===== config.mk =====
export PLATFORM = sky130hd
export DESIGN_NAME = clpl_top
export DESIGN_NICKNAME = d
export VERILOG_FILES = /design/src/design/clpl_pkg.sv /design/src/design/clpl_top.sv
export VERILOG_INCLUDE_DIRS = /design/src /design/src/design
export SDC_FILE = /design/constraint.sdc
export NUM_CORES = 1
export LEC_CHECK = 0
export BUFFER_PORTS_ARGS = -buffer_cell sky130_fd_sc_hd__buf_2
export CAP_MARGIN = 20
export CORE_MARGIN = 3
export CORE_UTILIZATION = 45
export DETAILED_ROUTE_END_ITERATION = 12
export PLACE_DENSITY_LB_ADDON = 0.12
export SYNTH_ARGS = -nofsm -noshare
export SYNTH_HDL_FRONTEND = slang
export SYNTH_SLANG_ARGS = --single-unit

===== constraint.sdc =====
create_clock -name hclk -period 1.95 [get_ports hclk]
set_input_delay 0.39 -clock hclk [delete_from_list [all_inputs] [get_ports hclk]]
set_output_delay 0.39 -clock hclk [all_outputs]
set_load 0.05 [all_outputs]

===== src/design/clpl_defines.svh =====
// constants for the chain link and pen latch block
`ifndef CLPL_DEFINES_SVH
`define CLPL_DEFINES_SVH

// ------------------------------------------------------------
// register byte offsets
// ------------------------------------------------------------
`define CLPL_CTRL_OFS 12'h000
`define CLPL_STAT_OFS 12'h004
`define CLPL_EVT_OFS 12'h008

// ------------------------------------------------------------
// control fields
// ------------------------------------------------------------
`define CLPL_CTRL_FOLLOW 0
`define CLPL_CTRL_ANSWER 1
`define CLPL_CTRL_PCLR 2
`define CLPL_CTRL_TRIG 3
`define CLPL_CTRL_READY 4
`define CLPL_CTRL_SCAN 5
`define CLPL_CTRL_W 6
`define CLPL_CTRL_RST 6'h00

// ------------------------------------------------------------
// status fields
// ------------------------------------------------------------
`define CLPL_STAT_HIT_N 0
`define CLPL_STAT_ALLRDY 1
`define CLPL_STAT_BTN_N 2
`define CLPL_STAT_LATCH 3
`define CLPL_STAT_LOOPUP 4

// ------------------------------------------------------------
// event fields, write one to clear
// ------------------------------------------------------------
`define CLPL_EVT_BTN 0
`define CLPL_EVT_TRIG 1
`define CLPL_EVT_RESET 2
`define CLPL_EVT_W 3
`define CLPL_EVT_RST 3'h0

// ------------------------------------------------------------
// synchroniser lanes
// ------------------------------------------------------------
`define CLPL_SY_PULSE 0
`define CLPL_SY_BTN 1
`define CLPL_SY_HIT 2
`define CLPL_SY_CLR 3
`define CLPL_SY_TRIG 4
`define CLPL_SY_RDY 5
`define CLPL_SY_EXT 6
`define CLPL_SY_RX 7
`define CLPL_SY_N 8
// clear and all-ready lanes start low, so reset shows neither a stray clear nor a false ready
`define CLPL_SY_RST 8'hD7

`endif


===== src/design/clpl_pkg.sv =====
// types shared by the chain link and pen latch block
package clpl_pkg;
  typedef logic [31:0] clpl_word_t;
  typedef enum logic [0:0] {
    CLPL_LEADER = 1'b0,
    CLPL_FOLLOWER = 1'b1
  } clpl_role_t;
endpackage : clpl_pkg


===== src/design/clpl_top.sv =====
// chain link control, pen hit latch and ahb-lite register slave
//
// Local design decisions: the address map and the AHB-Lite slave port.
`timescale 1ns/1ps
`include "clpl_defines.svh"

module clpl_top
  import clpl_pkg::*;
(
  input wire logic hclk, // system clock, 50 MHz
  input wire logic hresetn, // async reset, active low
  input wire logic hsel, // slave select
  input wire logic [31:0] haddr, // byte address
  input wire logic [1:0] htrans, // transfer type
  input wire logic hwrite, // write when high
  input wire logic [2:0] hsize, // transfer size
  input wire logic [31:0] hwdata, // write data
  input wire logic hready, // bus ready
  output logic hreadyout, // slave ready
  output logic [31:0] hrdata, // read data
  output logic hresp, // always okay
  input wire logic pen_light_pulse_n, // pen light pulse
  input wire logic pen_button_n, // pen button level
  input wire logic ext_trig_n, // external trigger input
  input wire logic ring_rx_pin, // ring receive pin
  output logic ring_tx_pin, // ring transmit pin
  input wire logic local_tx, // local serial transmitter
  output logic local_rx, // received data to local uart
  output logic rts_n, // request to send
  input wire logic pen_hit_n_in, // shared hit line level
  output logic pen_hit_n_out, // shared hit line drive value
  output logic pen_hit_n_oe, // shared hit line pull low
  input wire logic pen_hit_clear_in, // shared clear line level
  output logic pen_hit_clear_out, // shared clear drive value
  output logic pen_hit_clear_oe, // shared clear pull
  input wire logic trig_n_in, // shared trigger line level
  output logic trig_n_out, // shared trigger drive value
  output logic trig_n_oe, // shared trigger pull low
  input wire logic all_units_ready_in, // all-ready line level
  output logic all_units_ready_out, // all-ready drive value
  output logic all_units_ready_oe, // all-ready pull low
  output logic pen_hit_flag_n, // hit flag to cpu
  output logic pen_button_irq, // button interrupt pulse
  output logic trigger_irq, // trigger interrupt pulse
  output logic unit_reset_req, // follower reset pulse
  output logic refresh_en // display refresh running
);

  // ------------------------------------------------------------
  // input synchronisers
  // ------------------------------------------------------------
  logic [`CLPL_SY_N-1:0] sy_raw;
  logic [`CLPL_SY_N-1:0] sy_meta_reg;
  logic [`CLPL_SY_N-1:0] sy_reg;
  logic [`CLPL_SY_N-1:0] sy_prev_reg;

  assign sy_raw = {ring_rx_pin, ext_trig_n, all_units_ready_in, trig_n_in,
                   pen_hit_clear_in, pen_hit_n_in, pen_button_n, pen_light_pulse_n};

  // each lane resets to its pin's idle level, so no false edge or ready follows reset
  localparam logic [`CLPL_SY_N-1:0] SY_RST = `CLPL_SY_RST;

  genvar gi;
  generate
    for (gi = 0; gi < `CLPL_SY_N; gi++) begin : g_sync
      always_ff @(posedge hclk or negedge hresetn) begin
        if (!hresetn) begin
          sy_meta_reg[gi] <= SY_RST[gi];
          sy_reg[gi] <= SY_RST[gi];
          sy_prev_reg[gi] <= SY_RST[gi];
        end else begin
          sy_meta_reg[gi] <= sy_raw[gi];
          sy_reg[gi] <= sy_meta_reg[gi];
          sy_prev_reg[gi] <= sy_reg[gi];
        end
      end
    end
  endgenerate

  logic pulse_rise;
  logic btn_fall;
  logic trig_sel_n;
  logic trig_sel_prev_n;
  logic trig_fall;
  logic all_ready;

  // ------------------------------------------------------------
  // registers
  // ------------------------------------------------------------
  logic [`CLPL_CTRL_W-1:0] ctrl_reg;
  logic [`CLPL_EVT_W-1:0] evt_reg;
  logic pen_hit_latch_reg;
  logic loop_up_reg;
  clpl_role_t role;

  assign role = clpl_role_t'(ctrl_reg[`CLPL_CTRL_FOLLOW]);
  assign all_ready = sy_reg[`CLPL_SY_RDY];
  assign pulse_rise = sy_reg[`CLPL_SY_PULSE] & ~sy_prev_reg[`CLPL_SY_PULSE];
  assign btn_fall = ~sy_reg[`CLPL_SY_BTN] & sy_prev_reg[`CLPL_SY_BTN];
  // follower listens to the shared line, leader to its own bnc
  assign trig_sel_n = (role == CLPL_FOLLOWER) ? sy_reg[`CLPL_SY_TRIG] : sy_reg[`CLPL_SY_EXT];
  assign trig_sel_prev_n = (role == CLPL_FOLLOWER) ? sy_prev_reg[`CLPL_SY_TRIG]
                                                  : sy_prev_reg[`CLPL_SY_EXT];
  assign trig_fall = ~trig_sel_n & trig_sel_prev_n;

  // ------------------------------------------------------------
  // ahb-lite slave, zero wait states
  // ------------------------------------------------------------
  logic addr_ok;
  logic wr_pend_reg;
  logic [11:0] wr_addr_reg;
  logic [31:0] rd_word;
  logic wr_ctrl;
  logic wr_evt;

  assign addr_ok = hsel & hready & htrans[1];
  assign wr_ctrl = wr_pend_reg & (wr_addr_reg == `CLPL_CTRL_OFS);
  assign wr_evt = wr_pend_reg & (wr_addr_reg == `CLPL_EVT_OFS);

  always_comb begin
    rd_word = 32'h0000_0000;
    unique case (haddr[11:0])
      `CLPL_CTRL_OFS: rd_word[`CLPL_CTRL_W-1:0] = ctrl_reg;
      `CLPL_STAT_OFS: begin
        rd_word[`CLPL_STAT_HIT_N] = pen_hit_flag_n;
        rd_word[`CLPL_STAT_ALLRDY] = all_ready;
        rd_word[`CLPL_STAT_BTN_N] = sy_reg[`CLPL_SY_BTN];
        rd_word[`CLPL_STAT_LATCH] = pen_hit_latch_reg;
        rd_word[`CLPL_STAT_LOOPUP] = loop_up_reg;
      end
      `CLPL_EVT_OFS: rd_word[`CLPL_EVT_W-1:0] = evt_reg;
      default: rd_word = 32'h0000_0000;
    endcase
  end

  always_ff @(posedge hclk or negedge hresetn) begin
    if (!hresetn) begin
      wr_pend_reg <= 1'b0;
      wr_addr_reg <= 12'h000;
      hrdata <= 32'h0000_0000;
      hreadyout <= 1'b1;
      hresp <= 1'b0;
    end else begin
      wr_pend_reg <= addr_ok & hwrite;
      if (addr_ok) begin
        wr_addr_reg <= (haddr[31:12] == 20'h0_0000) ? haddr[11:0] : 12'hFFF;
      end
      if (addr_ok && !hwrite) begin
        hrdata <= (haddr[31:12] == 20'h0_0000) ? rd_word : 32'h0000_0000;
      end
      hreadyout <= 1'b1;
      hresp <= 1'b0;
    end
  end

  always_ff @(posedge hclk or negedge hresetn) begin
    if (!hresetn) begin
      ctrl_reg <= `CLPL_CTRL_RST;
    end else if (wr_ctrl) begin
      ctrl_reg <= hwdata[`CLPL_CTRL_W-1:0];
    end
  end

  // events: hardware set wins over a write-one clear in the same cycle
  logic [`CLPL_EVT_W-1:0] evt_set;
  assign evt_set = {trig_fall & (role == CLPL_FOLLOWER) & ~all_ready,
                    trig_fall & ~((role == CLPL_FOLLOWER) & ~all_ready),
                    btn_fall};

  always_ff @(posedge hclk or negedge hresetn) begin
    if (!hresetn) begin
      evt_reg <= `CLPL_EVT_RST;
    end else begin
      evt_reg <= (evt_reg & ~(wr_evt ? hwdata[`CLPL_EVT_W-1:0] : 3'h0)) | evt_set;
    end
  end

  // ------------------------------------------------------------
  // pen hit latch
  // ------------------------------------------------------------
  logic latch_clr;
  // own clear bit or any unit pulling the shared clear line
  assign latch_clr = ctrl_reg[`CLPL_CTRL_PCLR] | sy_reg[`CLPL_SY_CLR];

  always_ff @(posedge hclk or negedge hresetn) begin
    if (!hresetn) begin
      pen_hit_latch_reg <= 1'b0;
    end else if (pulse_rise) begin
      pen_hit_latch_reg <= 1'b1;
    end else if (latch_clr) begin
      pen_hit_latch_reg <= 1'b0;
    end
  end

  always_ff @(posedge hclk or negedge hresetn) begin
    if (!hresetn) begin
      pen_hit_flag_n <= 1'b1;
    end else if (role == CLPL_FOLLOWER) begin
      pen_hit_flag_n <= sy_reg[`CLPL_SY_HIT];
    end else begin
      pen_hit_flag_n <= ~pen_hit_latch_reg;
    end
  end

  // ------------------------------------------------------------
  // shared open-collector lines
  // ------------------------------------------------------------
  always_ff @(posedge hclk or negedge hresetn) begin
    if (!hresetn) begin
      pen_hit_n_out <= 1'b1;
      pen_hit_n_oe <= 1'b0;
      pen_hit_clear_out <= 1'b0;
      pen_hit_clear_oe <= 1'b0;
      trig_n_out <= 1'b1;
      trig_n_oe <= 1'b0;
      all_units_ready_out <= 1'b0;
      all_units_ready_oe <= 1'b1;
    end else begin
      // out is the level this unit asserts; oe is high only while it really pulls or drives the line
      pen_hit_n_out <= ~((role == CLPL_LEADER) & pen_hit_latch_reg);
      pen_hit_n_oe <= (role == CLPL_LEADER) & pen_hit_latch_reg;
      pen_hit_clear_out <= ctrl_reg[`CLPL_CTRL_PCLR];
      pen_hit_clear_oe <= ctrl_reg[`CLPL_CTRL_PCLR];
      trig_n_out <= ~((role == CLPL_LEADER) & ctrl_reg[`CLPL_CTRL_TRIG]);
      trig_n_oe <= (role == CLPL_LEADER) & ctrl_reg[`CLPL_CTRL_TRIG];
      all_units_ready_out <= ctrl_reg[`CLPL_CTRL_READY];
      all_units_ready_oe <= ~ctrl_reg[`CLPL_CTRL_READY];
    end
  end

  // ------------------------------------------------------------
  // serial ring with retransmission
  // ------------------------------------------------------------
  logic rts_on;
  assign rts_on = (role == CLPL_LEADER) | ctrl_reg[`CLPL_CTRL_ANSWER];

  always_ff @(posedge hclk or negedge hresetn) begin
    if (!hresetn) begin
      rts_n <= 1'b0;
      ring_tx_pin <= 1'b1;
      local_rx <= 1'b1;
    end else begin
      rts_n <= ~rts_on;
      // three cycles of latency per hop (two synchroniser flops and this register); negligible against any uart bit time
      ring_tx_pin <= sy_reg[`CLPL_SY_RX] | (local_tx & rts_on);
      local_rx <= sy_reg[`CLPL_SY_RX];
    end
  end

  // ------------------------------------------------------------
  // trigger, button and loop status
  // ------------------------------------------------------------
  always_ff @(posedge hclk or negedge hresetn) begin
    if (!hresetn) begin
      pen_button_irq <= 1'b0;
      trigger_irq <= 1'b0;
      unit_reset_req <= 1'b0;
      refresh_en <= 1'b1;
      loop_up_reg <= 1'b0;
    end else begin
      pen_button_irq <= evt_set[`CLPL_EVT_BTN];
      trigger_irq <= evt_set[`CLPL_EVT_TRIG];
      unit_reset_req <= evt_set[`CLPL_EVT_RESET];
      refresh_en <= ~ctrl_reg[`CLPL_CTRL_SCAN];
      if (all_ready) begin
        loop_up_reg <= 1'b1;
      end
    end
  end
endmodule : clpl_top


# --- After elaboration in Yosys (flattened, before gate mapping) ---
# Cells that the tools add are included.
totals:
  output_inout_bits: 50
  input_bits: 83
  ff_bits: 91
classes:
  n_eq_ne: 3
  mux: 11
  reduce_logical: 6
  bitwise_logic: 33
ops:
  columns: ["op", "count"]
  rows:
  - ["$eq A12 B4 Y1 const B", 2]
  - ["$logic_not A12 Y1", 2]
  - ["$logic_not A20 Y1", 1]
  - ["$and A1 B1 Y1", 15]
  - ["$eq A12 B3 Y1 const B", 1]
  - ["$mux W12", 1]
  - ["$not A1 Y1", 12]
  - ["$pmux W3 S3", 1]
  - ["$mux W1", 6]
  - ["$mux W6", 1]
  - ["$pmux W2 S2", 1]
  - ["$and A3 B3 Y3", 1]
  - ["$mux W3", 1]
  - ["$not A3 Y3", 1]
  - ["$or A1 B1 Y1", 3]
  - ["$or A3 B3 Y3", 1]
  - ["$reduce_bool A2 Y1", 1]
  - ["$logic_and A1 B1 Y1", 1]
  - ["$logic_not A1 Y1", 1]

# --- Longest topological paths before layout ---
logic_depth:
  ltp_word: 6
  ltp_mapped: 5
  mapped_depth_nobuf: 4

# --- Least setup slack after synthesis ---
# No wires, ideal clock.
synth_timing:
  path_type: "in2reg"
  from: "input haddr[6]"
  to: "register hrdata[5]"
  path_slack_ns: 0.365
  arrival_time_ns: 1.493
  path_stages: 4
  required_time_ns: 1.858
  cell_sequence: "or4_4 nor4_4 nand4b_1 o31ai_2"
synth_between:
  elab_chain_len: 3
synth_lines:
  columns: ["element", "line", "rtl"]
  rows:
  - ["from (decl)", "clpl_top.sv:13", "input wire logic [31:0] haddr,"]
  - ["$logic_not A12 Y1", "clpl_top.sv:122", "unique case (haddr[11:0])"]
  - ["$mux W1", "clpl_top.sv:122", null]
  - ["$mux W6", "clpl_top.sv:149", "hrdata <= (haddr[31:12] == 20'h0_0000) ? rd_word : 32'h0000_0000;"]
  - ["to (signal assigned)", "clpl_top.sv:149", null]
  - ["to (decl)", "clpl_top.sv:20", "output logic [31:0] hrdata,"]
# No other way between the ends.
# A chain may end at the register's enable or synchronous reset.

# --- Worst setup path in the final report ---
layout_timing:
  from: "register wr_addr_reg[9]"
  to: "register ctrl_reg[4]"
layout_between:
  elab_chain_len: 2
layout_lines:
  columns: ["element", "line", "rtl"]
  rows:
  - ["from (decl)", "clpl_top.sv:111", "logic [11:0] wr_addr_reg;"]
  - ["from (signal assigned)", "clpl_top.sv:146", "wr_addr_reg <= (haddr[31:12] == 20'h0_0000) ? haddr[11:0] : 12'hFFF;"]
  - ["$logic_not A12 Y1 (no line)", null, null]
  - ["$and A1 B1 Y1", "clpl_top.sv:117", "assign wr_ctrl = wr_pend_reg & (wr_addr_reg == `CLPL_CTRL_OFS);"]
  - ["to (signal assigned)", "clpl_top.sv:158", "ctrl_reg <= `CLPL_CTRL_RST;"]
  - ["to (signal assigned)", "clpl_top.sv:160", "ctrl_reg <= hwdata[`CLPL_CTRL_W-1:0];"]
  - ["to (decl)", "clpl_top.sv:90", "logic [`CLPL_CTRL_W-1:0] ctrl_reg;"]
# No other way between the ends.

==> run metrics <==
status complete, no violations; biggest cell delay along the critical path 390 ps; slowest cell on the critical path dfrtp_1; remaining global-route overflow 0; type of origin of the critical path flip-flop; Ys Warns 0; # setup viols final 0; max FFs per register 12; Area growth syn-to-layout 21.26%; Ant. Diodes 0; crit path launch wr_addr_reg[9]$_DFFE_PN0P_; Post CTS Setup Buffer Count 0; capturing point of the worst reg2reg path ctrl_reg[4]$_DFFE_PN0P_; syn_area_per_cell 11.80 um2; I/O Buffers 74; post-route minimum period 1594 ps; drt via density 4.553; register area share after synthesis 63.79%; Initial Util 46.84%; max_cap viols 0; min-delay worst type input port to asynchronous set/reset pin; largest net degree at the start of global routing 45; Worst VDD drop 0.5518 mV; Post-DP HPWL 3502 um; DRC viols 0; RSZ-0062 raised after global routing no; Initial DRC Count 69; Setup WS post-layout 355.7 ps; measured slew at the worst slew-check pin 514.0 ps; initial antenna violation count 0; Final period util 81.76%; Crit Path Category flip-flop to flip-flop; Post-CTS Resized 0; CTS tree yes; CTS Buffer Depth 2; crit-path max FO 6; pwr/cell area 904.8 mW/mm2; Critical Path Stages 5; flop and latch count out of synthesis 65; slew margin rel. 65.74%; total wire length 4752 um; fmax 627.2 MHz; R2R setup slack 360 ps; first-pass GRT wire length 7403 um; Mapped Area 0.002595 mm2; wire per inst 12.64 um; Setup Skew 7.877 ps; post-synthesis cell type count 34; htree depth 3; WP data required 2160 ps; die boundary height 81.94 um; crit path capture ctrl_reg[4]$_DFFE_PN0P_; root buffer cell clkbuf_8; routed vias 1,712; number of nets with antenna violations after routing 0; Die Wd 81.94 um; Worst-path clk slew 70 ps; critical path buffer and inverter count 1; Die ar. 0.006714 mm2; TNS Setup 0 ps; core area 0.005540 mm2; CP Capture Type flip-flop; clock tree sinks 65; Total GRT Usage 15.23%; Leakage Power 0.001517 uW; latest clock arrival within the worst-skew pair 330 ps; critical-path cell list nor4_1 > nand3_1 > nor2_1 > buf_4 > mux2_2; Cells after Synth 220; # rows 27; Hold Vio Cnt, Final 0; vias in the first global route 1,627; crit path DAT 1810 ps; fraction of layout instances using a drive strength above 1 40.46%; Pre-antenna DRT Iters 4; critical path's top delay family simple AND/OR/NAND/NOR gates; cts bufs inserted 9; R2R depth 5; Critical R2R Launch wr_addr_reg[9]$_DFFE_PN0P_; I/O pin count 133; Slew Viols, Final 0; cts hold-fix bufs 0; post-place setup slack 123.0 ps; Nets 382; GP Congestion 0.7587
==> area by class of cell <==
cell class | count | area [um2]
fill | 519 | 2394
sequential | 65 | 1655
multi-input combinational | 139 | 769.5
timing repair buffer | 77 | 405.4
clock buffer | 14 | 162.7
tap | 72 | 90.09
clock inverter | 2 | 37.54
inverter | 7 | 26.28
==> stage by stage <==
step | hold slack [ps] | total power, uW | utilization (%) | instance area, um2 | std cells
detailed placement | 337.0 | 1753 | 53.18 | 2947 | 360
finish | 27.84 | 2847 | 56.80 | 3147 | 376
global route | 47.62 | 2980 | 56.80 | 3147 | 376
CTS | 22.66 | 2891 | 56.80 | 3147 | 376
global placement | 333.0 | 1751 | 53.18 | 2947 | 360
floorplan | 94.41 | 1687 | - | 2693 | 246
==> cell usage in the layout (no fill, tap or decap), types with 2 or more instances in the layout <==
cell	n
a21o_1	3
clkbuf_1	3
nand4b_1	2
o21ai_1	2
a21oi_1	16
mux2_2	6
dfstp_2	23
nand2_1	12
clkbuf_8	11
nor2_1	31
buf_2	74
o31ai_1	3
and3_1	2
mux2i_1	5
nand2b_1	2
buf_4	2
inv_1	7
nand3_1	2
dfrtp_1	42
conb_1	28
nor2b_1	5
nor4_1	7
==> how the worst min path moves through the flow <==
stage | cells past startpoint | end
6_report | 1 | hrdata[3]$_DFFE_PN0P_
5_1_grt | 1 | hrdata[4]$_DFFE_PN0P_
4_1_cts | 1 | hrdata[3]$_DFFE_PN0P_
3_5_place_dp | 0 | all_ready$_DFF_PN0_
3_3_place_gp | 0 | sy_reg[3]$_DFF_PN0_
2_1_floorplan | 0 | all_ready$_DFF_PN0_
==> kinds of logic (layout without fill, tap and decap cells) <==
group / count (synthesis) / in the layout / synth area share [%]
flip-flops: 65 / 65 / 63.79
AO/OA/AOI/OAI: 29 / 29 / 6.895
multiplexers: 11 / 11 / 4.532
other: 2 / 28 / 0.2894
AND/OR/NAND/NOR: 71 / 71 / 14.18
buffers and inverters: 42 / 100 / 10.32
==> metal layers <==
layer	vias to the layer above	global-route usage [%]	part of all wire, %
met5	-	0	0
met4	0	6.977	0.67
met3	2	5.921	9.7
met2	72	22.29	46
met1	798	19.91	44
li1	840	-	-
==> Yosys cell counts <==
master / instances / share of area [%]
nand2_1: 12 / 1.7
and3b_1: 1 / 0.34
mux2i_1: 5 / 1.9
mux2_2: 6 / 2.6
dfstp_2: 23 / 23
inv_1: 7 / 1.0
dfrtp_1: 42 / 41
and4_1: 1 / 0.34
clkbuf_1: 5 / 0.72
o21bai_1: 1 / 0.29
or2_2: 1 / 0.24
or4_1: 1 / 0.29
o31ai_1: 3 / 0.87
and3_1: 2 / 0.48
o31ai_2: 1 / 0.48
a211o_1: 1 / 0.34
a21o_1: 3 / 0.87
nor4_4: 1 / 0.82
nand4b_1: 2 / 0.68
nand3_1: 2 / 0.39
nor2_1: 31 / 4.5
nand2b_1: 2 / 0.48
nor2b_1: 5 / 1.2
buf_2: 1 / 0.19
a32o_1: 1 / 0.39
o21ai_1: 2 / 0.39
nor4b_1: 1 / 0.34
conb_1: 2 / 0.29
nor4_1: 7 / 1.7
buf_4: 29 / 8.4
or4_4: 1 / 0.43
o21ai_0: 1 / 0.19
and2_1: 1 / 0.24
a21oi_1: 16 / 3.1
==> worst register-to-register path, cell delays in order, from the launching register on <==
cell     delay (ps)
dfrtp_1         390
nor4_1          370
nand3_1         120
nor2_1          100
buf_4           170
mux2_2          350
==> report_power, final <==
group	switching (uW)	leakage, uW	internal [uW]
clock network	457	0.0000969	662
logic	238	0.000686	68.4
registers	15.8	0.000735	1410
total	711	0.00152	2140
No activity file was read; power rests on OpenSTA's default activity.
